### src/core/shift_spi_defines.svh
// Offsets, field positions, reset values and widths of the serial shifter
`ifndef SHIFT_SPI_DEFINES_SVH
`define SHIFT_SPI_DEFINES_SVH

// ----------------------------------------------------------------
// Register offsets
// ----------------------------------------------------------------
`define OFF_CTRL0      3'h0
`define OFF_CTRL1      3'h1
`define OFF_CLKCTL     3'h2
`define OFF_COUNT      3'h3
`define OFF_SHIFT_LOW  3'h4
`define OFF_SHIFT_HIGH 3'h5
`define OFF_STATUS     3'h6

// ----------------------------------------------------------------
// Control register 0 fields
// ----------------------------------------------------------------
`define B_SOFT_RESET   0
`define B_DOUT_OE      1
`define B_LATCH_TRANSP 2
`define B_MASTER       3
`define B_LSB_FIRST    4
`define B_CLK_PE       5
`define B_DOUT_PE      6
`define B_DIN_PE       7

// ----------------------------------------------------------------
// Control register 1 fields
// ----------------------------------------------------------------
`define B_DONE         0
`define B_STOP_SEEN    1
`define B_ARB_LOST     2
`define B_FC_INHIBIT   3
`define B_IRQ_EN       4
`define B_WIDE         5
`define B_TWO_WIRE     6
`define B_PHASE        7
`define B_START_SEEN   0

// ----------------------------------------------------------------
// Clock control fields
// ----------------------------------------------------------------
`define B_SOFT_CLK     0
`define B_POLARITY     1
`define F_SRC_LO       2
`define F_DIV_LO       5

// ----------------------------------------------------------------
// Reset values and sizes
// ----------------------------------------------------------------
`define RST_CTRL0      8'h01
`define RST_CTRL1      8'h00
`define RST_CLKCTL     8'h00
`define CNT_W          5
`define SRC_SOFT       3'h4
`define NUM_SYNC       7

`endif

### src/core/shift_spi_pkg.sv
// Types shared by the serial shifter design
package shift_spi_pkg;

    // ------------------------------------------------------------
    // Clock source selection codes
    // ------------------------------------------------------------
    typedef enum logic [2:0] {
        SRC_AUX  = 3'h0,
        SRC_SUB  = 3'h1,
        SRC_PIN  = 3'h2,
        SRC_TMR0 = 3'h3,
        SRC_SOFT = 3'h4,
        SRC_TMR1 = 3'h5,
        SRC_TMR2 = 3'h6,
        SRC_TMR3 = 3'h7
    } src_sel_t;

    // ------------------------------------------------------------
    // Register port request
    // ------------------------------------------------------------
    typedef struct packed {
        logic [2:0] addr;
        logic [7:0] wdata;
        logic       wr;
        logic       rd;
    } reg_req_t;

    // ------------------------------------------------------------
    // Whole state of the shifter
    // ------------------------------------------------------------
    typedef struct packed {
        logic [7:0]  ctrl0;
        logic [7:0]  ctrl1;
        logic [7:0]  clkctl;
        logic        start_seen;
        logic [4:0]  cnt;
        logic [15:0] sr;
        logic        latch;
        logic        gclk;
        logic [6:0]  divcnt;
        logic        src_prev;
        logic        shl_prev;
        logic [6:0]  s1;
        logic [6:0]  s2;
        logic [7:0]  rdata;
        logic        dout;
        logic        dout_oe;
        logic        sclk;
        logic        sclk_oe;
        logic        irq;
    } state_t;

endpackage : shift_spi_pkg
### src/core/shift_spi.sv
// Serial shift register with bit counter, clock generator and SPI pins
`timescale 1ns/10ps
`include "shift_spi_defines.svh"

module shift_spi (
    // Clock and reset
    input  wire logic       clk_sys,
    input  wire logic       rst,
    // Register port
    input  wire logic [2:0] reg_addr,
    input  wire logic [7:0] reg_wdata,
    input  wire logic       reg_wr,
    input  wire logic       reg_rd,
    output logic      [7:0] reg_rdata,
    // Clock sources and global interrupt enable from outside
    input  wire logic       aux_clk,
    input  wire logic       subsystem_clock,
    input  wire logic [3:0] timer_out,
    input  wire logic       global_irq_enable,
    // Serial pins
    input  wire logic       sclk_i,
    output logic            sclk_o,
    output logic            sclk_oe,
    input  wire logic       din_i,
    output logic            dout_o,
    output logic            dout_oe,
    // Interrupt request
    output logic            irq_o
);

    // ------------------------------------------------------------
    // Helpers
    // ------------------------------------------------------------
    // Outgoing bit of the shifter for the chosen order and width
    function automatic logic out_bit(input logic [15:0] sr,
                                     input logic        lsb,
                                     input logic        wide);
        if (lsb) begin
            out_bit = sr[0];
        end else begin
            out_bit = wide ? sr[15] : sr[7];
        end
    endfunction : out_bit

    // Number of source edges per half period, less one
    function automatic logic [6:0] div_mask(input logic [2:0] div);
        div_mask = 7'((8'h01 << div) - 8'h01);
    endfunction : div_mask

    // ------------------------------------------------------------
    // State
    // ------------------------------------------------------------
    shift_spi_pkg::state_t   st_q;
    shift_spi_pkg::state_t   st_d;
    shift_spi_pkg::reg_req_t req;
    shift_spi_pkg::src_sel_t src;

    logic       swrst;
    logic       master;
    logic       phase;
    logic       wide;
    logic       lsb;
    logic       run;
    logic       src_lvl;
    logic       shl;
    logic       rise;
    logic       fall;
    logic       smp_edge;
    logic       out_edge;
    logic       din_bit;
    logic       ok;
    logic       wr_cnt;

    assign req      = '{addr: reg_addr, wdata: reg_wdata,
                        wr: reg_wr, rd: reg_rd};
    assign swrst    = st_q.ctrl0[`B_SOFT_RESET];
    assign master   = st_q.ctrl0[`B_MASTER];
    assign phase    = st_q.ctrl1[`B_PHASE];
    assign wide     = st_q.ctrl1[`B_WIDE];
    assign lsb      = st_q.ctrl0[`B_LSB_FIRST];
    assign src      = shift_spi_pkg::src_sel_t'(st_q.clkctl[`F_SRC_LO +: 3]);
    assign wr_cnt   = req.wr && (req.addr == `OFF_COUNT);

    // ------------------------------------------------------------
    // Clock source selection and shift edges
    // ------------------------------------------------------------
    // mux over synchronised sources, soft bit at code 100
    always_comb begin
        case (src)
            shift_spi_pkg::SRC_AUX:  src_lvl = st_q.s2[0];
            shift_spi_pkg::SRC_SUB:  src_lvl = st_q.s2[1];
            shift_spi_pkg::SRC_PIN:  src_lvl = st_q.s2[2];
            shift_spi_pkg::SRC_TMR0: src_lvl = st_q.s2[4];
            shift_spi_pkg::SRC_SOFT: src_lvl = st_q.clkctl[`B_SOFT_CLK];
            shift_spi_pkg::SRC_TMR1: src_lvl = st_q.s2[5];
            shift_spi_pkg::SRC_TMR2: src_lvl = st_q.s2[6];
            default:                 src_lvl = st_q.s2[4];
        endcase
    end

    // master runs only with done clear and bits left
    assign run      = master && !swrst && !st_q.ctrl1[`B_DONE]
                      && (st_q.cnt != 5'h00);
    // slave takes its shift level from the pin
    assign shl      = master ? st_q.gclk
                             : (st_q.s2[2] ^ st_q.clkctl[`B_POLARITY]);
    assign rise     = shl && !st_q.shl_prev;
    assign fall     = !shl && st_q.shl_prev;
    // phase picks which edge samples and which changes data
    assign smp_edge = phase ? fall : rise;
    assign out_edge = phase ? rise : fall;
    // soft reset freezes shifter and counter
    assign ok       = !swrst && (st_q.cnt != 5'h00);
    // data in counts only when its pin is given to the shifter
    assign din_bit  = st_q.s2[3] && st_q.ctrl0[`B_DIN_PE];

    // ------------------------------------------------------------
    // Next state
    // ------------------------------------------------------------
    always_comb begin
        logic set_done;
        logic clr_done;
        logic sr_wr;
        set_done = 1'b0;
        clr_done = 1'b0;
        sr_wr    = 1'b0;
        st_d     = st_q;

        // Two-stage synchronisers; only stage two is read
        st_d.s1 = {timer_out[2:0], din_i, sclk_i,
                   subsystem_clock, aux_clk};
        st_d.s2 = st_q.s1;
        st_d.src_prev = src_lvl;
        st_d.shl_prev = shl;

        // count both source edges, toggle every 2^div of them
        if (run) begin
            if (src_lvl != st_q.src_prev) begin
                if (st_q.divcnt >= div_mask(st_q.clkctl[`F_DIV_LO +: 3]))
                begin
                    st_d.divcnt = 7'h00;
                    st_d.gclk   = !st_q.gclk;
                end else begin
                    st_d.divcnt = st_q.divcnt + 7'h01;
                end
            end
        end else begin
            // generated clock parks when done or slave
            st_d.divcnt = 7'h00;
            st_d.gclk   = 1'b0;
        end

        // sample edge shifts one bit in and counts down
        if (smp_edge && ok) begin
            if (lsb) begin
                // width chooses where the new bit enters
                if (wide) begin
                    st_d.sr = {din_bit, st_q.sr[15:1]};
                end else begin
                    st_d.sr = {st_q.sr[15:8], din_bit, st_q.sr[7:1]};
                end
            end else if (wide) begin
                st_d.sr = {st_q.sr[14:0], din_bit};
            end else begin
                st_d.sr = {st_q.sr[15:8], st_q.sr[6:0], din_bit};
            end
            st_d.cnt = st_q.cnt - 5'h01;
            if (st_q.cnt == 5'h01) begin
                set_done = 1'b1;
            end
        end

        // latch follows the shifter on the output edge, or at once on a phase 1 load
        if (out_edge && !swrst) begin
            st_d.latch = out_bit(st_q.sr, lsb, wide);
        end

        // Register writes win over shifting in the same cycle, except that a done set by the last shift beats a done clear
        if (req.wr) begin
            case (req.addr)
                `OFF_CTRL0:  st_d.ctrl0 = req.wdata;
                `OFF_CTRL1: begin
                    st_d.ctrl1[7:3] = req.wdata[7:3];
                    // Flags cleared by writing 0, done may also be set
                    st_d.ctrl1[`B_STOP_SEEN] = st_q.ctrl1[`B_STOP_SEEN]
                                               & req.wdata[`B_STOP_SEEN];
                    st_d.ctrl1[`B_ARB_LOST]  = st_q.ctrl1[`B_ARB_LOST]
                                               & req.wdata[`B_ARB_LOST];
                    if (req.wdata[`B_DONE]) begin
                        set_done = 1'b1;
                    end else begin
                        clr_done = 1'b1;
                    end
                end
                `OFF_CLKCTL: st_d.clkctl = req.wdata;
                `OFF_COUNT: begin
                    st_d.cnt = req.wdata[4:0];
                    if (req.wdata[4:0] == 5'h00) begin
                        set_done = 1'b1;
                    end else if (!st_q.ctrl1[`B_FC_INHIBIT]) begin
                        clr_done = 1'b1;
                    end
                end
                `OFF_SHIFT_LOW: begin
                    st_d.sr[7:0] = req.wdata;
                    sr_wr        = 1'b1;
                end
                `OFF_SHIFT_HIGH: begin
                    st_d.sr[15:8] = req.wdata;
                    sr_wr         = 1'b1;
                end
                default: ;
            endcase
        end

        // with phase 1 a fresh load shows its first bit at once
        if (sr_wr && st_d.ctrl1[`B_PHASE]) begin
            st_d.latch = out_bit(st_d.sr, st_d.ctrl0[`B_LSB_FIRST],
                                 st_d.ctrl1[`B_WIDE]);
        end

        // Set wins over a clear in the same cycle
        st_d.ctrl1[`B_DONE] = set_done
                              | (st_q.ctrl1[`B_DONE] & !clr_done);

        // flags held cleared during soft reset
        if (swrst) begin
            st_d.ctrl1[`B_DONE]      = 1'b0;
            st_d.ctrl1[`B_STOP_SEEN] = 1'b0;
            st_d.ctrl1[`B_ARB_LOST]  = 1'b0;
            st_d.start_seen          = 1'b0;
        end

        // Read data valid in the cycle after the strobe only
        st_d.rdata = 8'h00;
        if (req.rd) begin
            case (req.addr)
                `OFF_CTRL0:      st_d.rdata = st_q.ctrl0;
                `OFF_CTRL1:      st_d.rdata = st_q.ctrl1;
                `OFF_CLKCTL:     st_d.rdata = st_q.clkctl;
                `OFF_COUNT:      st_d.rdata = {3'h0, st_q.cnt};
                `OFF_SHIFT_LOW:  st_d.rdata = st_q.sr[7:0];
                `OFF_SHIFT_HIGH: st_d.rdata = st_q.sr[15:8];
                // pin levels readable whatever the enables
                `OFF_STATUS:     st_d.rdata = {4'h0, st_q.irq,
                                   st_q.start_seen, st_q.s2[3], st_q.s2[2]};
                default:         st_d.rdata = 8'h00;
            endcase
        end

        // transparent latch passes the shifter bit straight out
        st_d.dout = st_d.ctrl0[`B_LATCH_TRANSP]
                    ? out_bit(st_d.sr, st_d.ctrl0[`B_LSB_FIRST],
                              st_d.ctrl1[`B_WIDE])
                    : st_d.latch;
        // data out driven only with its enable bit and pin
        st_d.dout_oe = st_d.ctrl0[`B_DOUT_OE] && st_d.ctrl0[`B_DOUT_PE];
        // idle level from polarity, toggling while running
        st_d.sclk = st_d.gclk ^ st_d.clkctl[`B_POLARITY];
        // master owns the clock pin; two-wire soft reset lets go
        st_d.sclk_oe = st_d.ctrl0[`B_CLK_PE] && st_d.ctrl0[`B_MASTER]
                       && !(st_d.ctrl1[`B_TWO_WIRE]
                            && st_d.ctrl0[`B_SOFT_RESET]);
        st_d.irq = st_d.ctrl1[`B_DONE] && st_d.ctrl1[`B_IRQ_EN]
                   && global_irq_enable;
    end

    // ------------------------------------------------------------
    // State register
    // ------------------------------------------------------------
    always_ff @(posedge clk_sys) begin
        if (rst) begin
            st_q        <= '0;
            st_q.ctrl0  <= `RST_CTRL0;
            st_q.ctrl1  <= `RST_CTRL1;
            st_q.clkctl <= `RST_CLKCTL;
        end else begin
            st_q <= st_d;
        end
    end

    assign reg_rdata = st_q.rdata;
    assign dout_o    = st_q.dout;
    assign dout_oe   = st_q.dout_oe;
    assign sclk_o    = st_q.sclk;
    assign sclk_oe   = st_q.sclk_oe;
    assign irq_o     = st_q.irq;
endmodule : shift_spi

### config.mk
export PLATFORM = sky130hd
export DESIGN_NAME = shift_spi
export DESIGN_NICKNAME = d
export VERILOG_FILES = /design/src/core/shift_spi_pkg.sv /design/src/core/shift_spi.sv
export VERILOG_INCLUDE_DIRS = /design/src /design/src/core
export SDC_FILE = /design/constraint.sdc
export NUM_CORES = 1
export LEC_CHECK = 0
export ABC_AREA = 1
export BUFFER_PORTS_ARGS = -buffer_cell sky130_fd_sc_hd__buf_4
export CELL_PAD_IN_SITES_DETAIL_PLACEMENT = 0
export CELL_PAD_IN_SITES_GLOBAL_PLACEMENT = 1
export CORE_MARGIN = 2
export CORE_UTILIZATION = 47
export CTS_CLUSTER_SIZE = 20
export DETAILED_ROUTE_END_ITERATION = 8
export PLACE_DENSITY = 0.83
export SLEW_MARGIN = 30
export SYNTH_ARGS = -nofsm -noshare
export SYNTH_HDL_FRONTEND = slang
export SYNTH_SLANG_ARGS = --single-unit
### constraint.sdc
create_clock -name clk_sys -period 4.1 [get_ports clk_sys]
set_input_delay 0 -clock clk_sys [delete_from_list [all_inputs] [get_ports clk_sys]]
set_output_delay 0 -clock clk_sys [all_outputs]
set_load 0.05 [all_outputs]
==> flow_summary.toml <==
[timing]
timing.final.hold_violations = 0
maxSlewViolCount = 0
min_period_over_period_pct = 66.6
rsz0062_at_grt = "false"
setup_viol = 0
slew_headroom_pct = 39.9
tightest_slew_ns = 0.879
finClkSkew_ns = 0.00992
fin_crit_ns = 2.73
tns_ns = 0
timing.fmax_mhz = 366

[synth]
synthFlopType = "dfxtp_1"
synthXorXnorAreaFrac_pct = 1.88
synth-simple-area-share_pct = 21.6
synth_compound_area_share_pct = 21.0
syn_area_per_cell_um2 = 7.28
synthArstFlopShare_pct = 0
synthAdderAreaFrac_pct = 3.59
synth_area_um2 = 4190
synth-edff-count = 0
yosysUniqueCellTypes = 45
muxShareOfSynthArea_pct = 0
synth_top_family_by_area = "simple AND/OR/NAND/NOR gates"
yosysSeqAreaShare_pct = 39.7
synth_seq_cells = 83
ys_warn_count = 0
synth_cells = 575
synth_fp_nets = 611

[final_layout]
antennaDiodeCount = 0
fin_util_pct = 55.3
drive_gt1_share_pct = 12.2
syn2layout_area_growth_pct = 14.6
finalNetCount = 648

[critical_path]
rr_startpoint = "st_q[54]"
crit_fanout = 21
arrival_ns = 2.99
r2r_slack_ns = 1.37
ff2ff_path_depth = 10
startpoint_type = "flop"
cp.required_ns = 4.36
r2r_end = "st_q[49]"
critPathKind = "reg2reg"
cp-end-kind = "flop"

[pwr]
clock_power_share_pct = 36.1
ir_drop_mv = 0.258
switchingPower_mw = 0.490
switching_share_pct = 30.1
internal_power_mw = 1.14
p_comb_share_pct = 12.1
powerDensity_nw_per_um2 = 340
power.leakage_nw = 2.11
p_seq_share_pct = 51.8

[global_route]
groute.usage.overall_pct = 24.2
grt-ovfl-total = 0
grt_max_degree = 54
grt_antenna_before_repair = 0
grt_pass1_vias = 3642
grt_pass1_wl_um = 18500

[min_path]
hold_start = "reg_wdata[7]"
whs_path_depth = 3
min_path_type = "in2reg"
min_to = "st_q[83]"

[floorplanning]
boundaryPins = 37
start_util_pct = 48.2
rows = 34
fp.dieH_um = 98.4
die_w_um = 98.4
coreArea_um2 = 8680
die_area_um2 = 9680

[route]
ant_nets = 0
via_per_inst = 5.48
wl_per_cell_um = 15.8
drtIter0Drc = 239
drc = 0
vias = 3976
drt_wl_total_um = 11400
dr.pass1.iters = 5

[run_status]
status = "finished, final reports clean"

[cts]
insertion_delay_ns = 0.37
tritoncts = "built"
clk_pin_slew_ns = 0.10
root_buffer = "clkbuf_8"
htreeDepth = 3
clkSinkCount = 83
numCtsBuffers = 9
clockBufferDepth = 2
postCtsSetupRepairBufs = 0

[placement]
dp_hpwl_um = 8400
gp_congestion = 0.932
place.port_buffers = 35

[job]
maxCapViolations = 0
## area by class of cell
type	count	area (µm²)
clock buffers	9	124
clock inverters	7	66.3
fillers	839	3880
inverters	98	370
multi-input cells	368	2010
flip-flops and latches	83	1660
well taps	108	135
repair buffers	52	430
## registers in the layout, indices dropped and copies added (netlist names)
register	cells
st_d	7
master	1
dout_oe	1
lsb	1
st_q	57
src	3
irq_o	1
sclk_oe	1
dout_o	1
sclk_o	1
phase	1
reg_rdata	8
## cells in the mapped netlist (all sizes together), types with 3 or more instances
cell     n  share of area, %
inv     96               8.7
nand2   93               8.7
dfxtp   83                40
nor2    67               7.0
o21ai   50               6.0
a21oi   41               4.9
nand3   21               2.7
buf     16               2.5
o211ai  13               2.3
ha      12               3.6
o22ai   12               1.8
a221oi  10               2.1
clkbuf  10              0.90
nor3     7              0.96
xor2     7               1.5
a211oi   5              0.90
nand4    5              0.75
a31oi    3              0.60
o221ai   3              0.63
or2      3              0.51
## worst max-delay path: stages, from the launching register on
cell and delay, ns:
dfxtp_1 0.36, inv_1 0.10, ha_1 0.22, a31oi_2 0.41
nand3_2 0.50, clkinv_1 0.37, nand2_1 0.15, inv_1 0.18
o21ai_0 0.11, o21ai_0 0.17, inv_1 0.05
## stage by stage
| stage | hold slack (ns) | setup WS, ns | instance area (µm²) | instances | total power, mW |
|---|---|---|---|---|---|
| 2_1_floorplan | 0.107 | 1.78 | 4190 | 575 | 0.985 |
| 3_3_place_gp | 0.199 | 1.41 | 4450 | 693 | 1.04 |
| 3_5_place_dp | 0.207 | 1.37 | 4450 | 693 | 1.05 |
| 4_1_cts | 0.0169 | 1.34 | 4800 | 725 | 1.64 |
| 5_1_grt | 0.0499 | 1.08 | 4800 | 725 | 1.69 |
| 6_report | 0.0410 | 1.37 | 4800 | 725 | 1.63 |
## cells by family after synthesis
| family | Yosys count |
|---|---|
| adders and majority gates | 12 |
| buffers and inverters | 124 |
| xor gates and xnor gates | 9 |
| AOI/OAI and AO/OA | 145 |
| DFF | 83 |
| and+or+nand+nor | 202 |
## power groups by stage
stage	Sequential (mW)	Combinational, mW	Clock [mW]
final	0.845	0.197	0.589
after global routing	0.848	0.219	0.627
after CTS	0.845	0.196	0.599
after detailed placement	0.863	0.183	0
after global placement	0.863	0.180	0
after floorplan	0.860	0.125	0
## worst max-delay path by stage
stage             start  endpoint  slack [ns]  depth (start not counted)
3_3_place_gp   st_q[67]  st_q[31]        1.41                         14
5_1_grt        st_q[67]  st_q[32]        1.08                         14
6_report       st_q[54]  st_q[49]        1.37                         10
2_1_floorplan  st_q[67]  st_q[32]        1.78                         14
4_1_cts        st_q[67]  st_q[31]        1.34                         14
3_5_place_dp   st_q[67]  st_q[31]        1.37                         14
## metal layers
| metal | GRT usage [%] | up-vias | part of all wire [%] |
|---|---|---|---|
| met1 | 33.8 | 1848 | 47 |
| met3 | 5.01 | 15 | 6.7 |
| met4 | 6.85 | 0 | 1.6 |
| li1 | - | 1978 | - |
| met2 | 37.9 | 135 | 45 |
| met5 | 0 | - | 0 |
## cell usage in the layout, fill, tap and decap left out, types with 7 or more instances in the layout
master | synthesis | final
a21oi_1 | 41 | 41
a221oi_1 | 10 | 10
buf_4 | 8 | 36
clkbuf_8 | 0 | 9
dfxtp_1 | 83 | 83
dlygate4sd3_1 | 0 | 16
ha_1 | 12 | 12
inv_1 | 90 | 90
nand2_1 | 89 | 89
nand3_1 | 19 | 19
nor2_1 | 61 | 61
o211ai_1 | 13 | 13
o21ai_0 | 48 | 48
o22ai_1 | 12 | 12
xor2_1 | 7 | 7
## repair_timing
item / 4_1_cts / 5_1_grt
gates resized for setup: 0 / 0
hold buffers: 16 / 0
hold endpoints to repair: 19 / 0
Note: power is estimated with default switching activity, not from simulation.
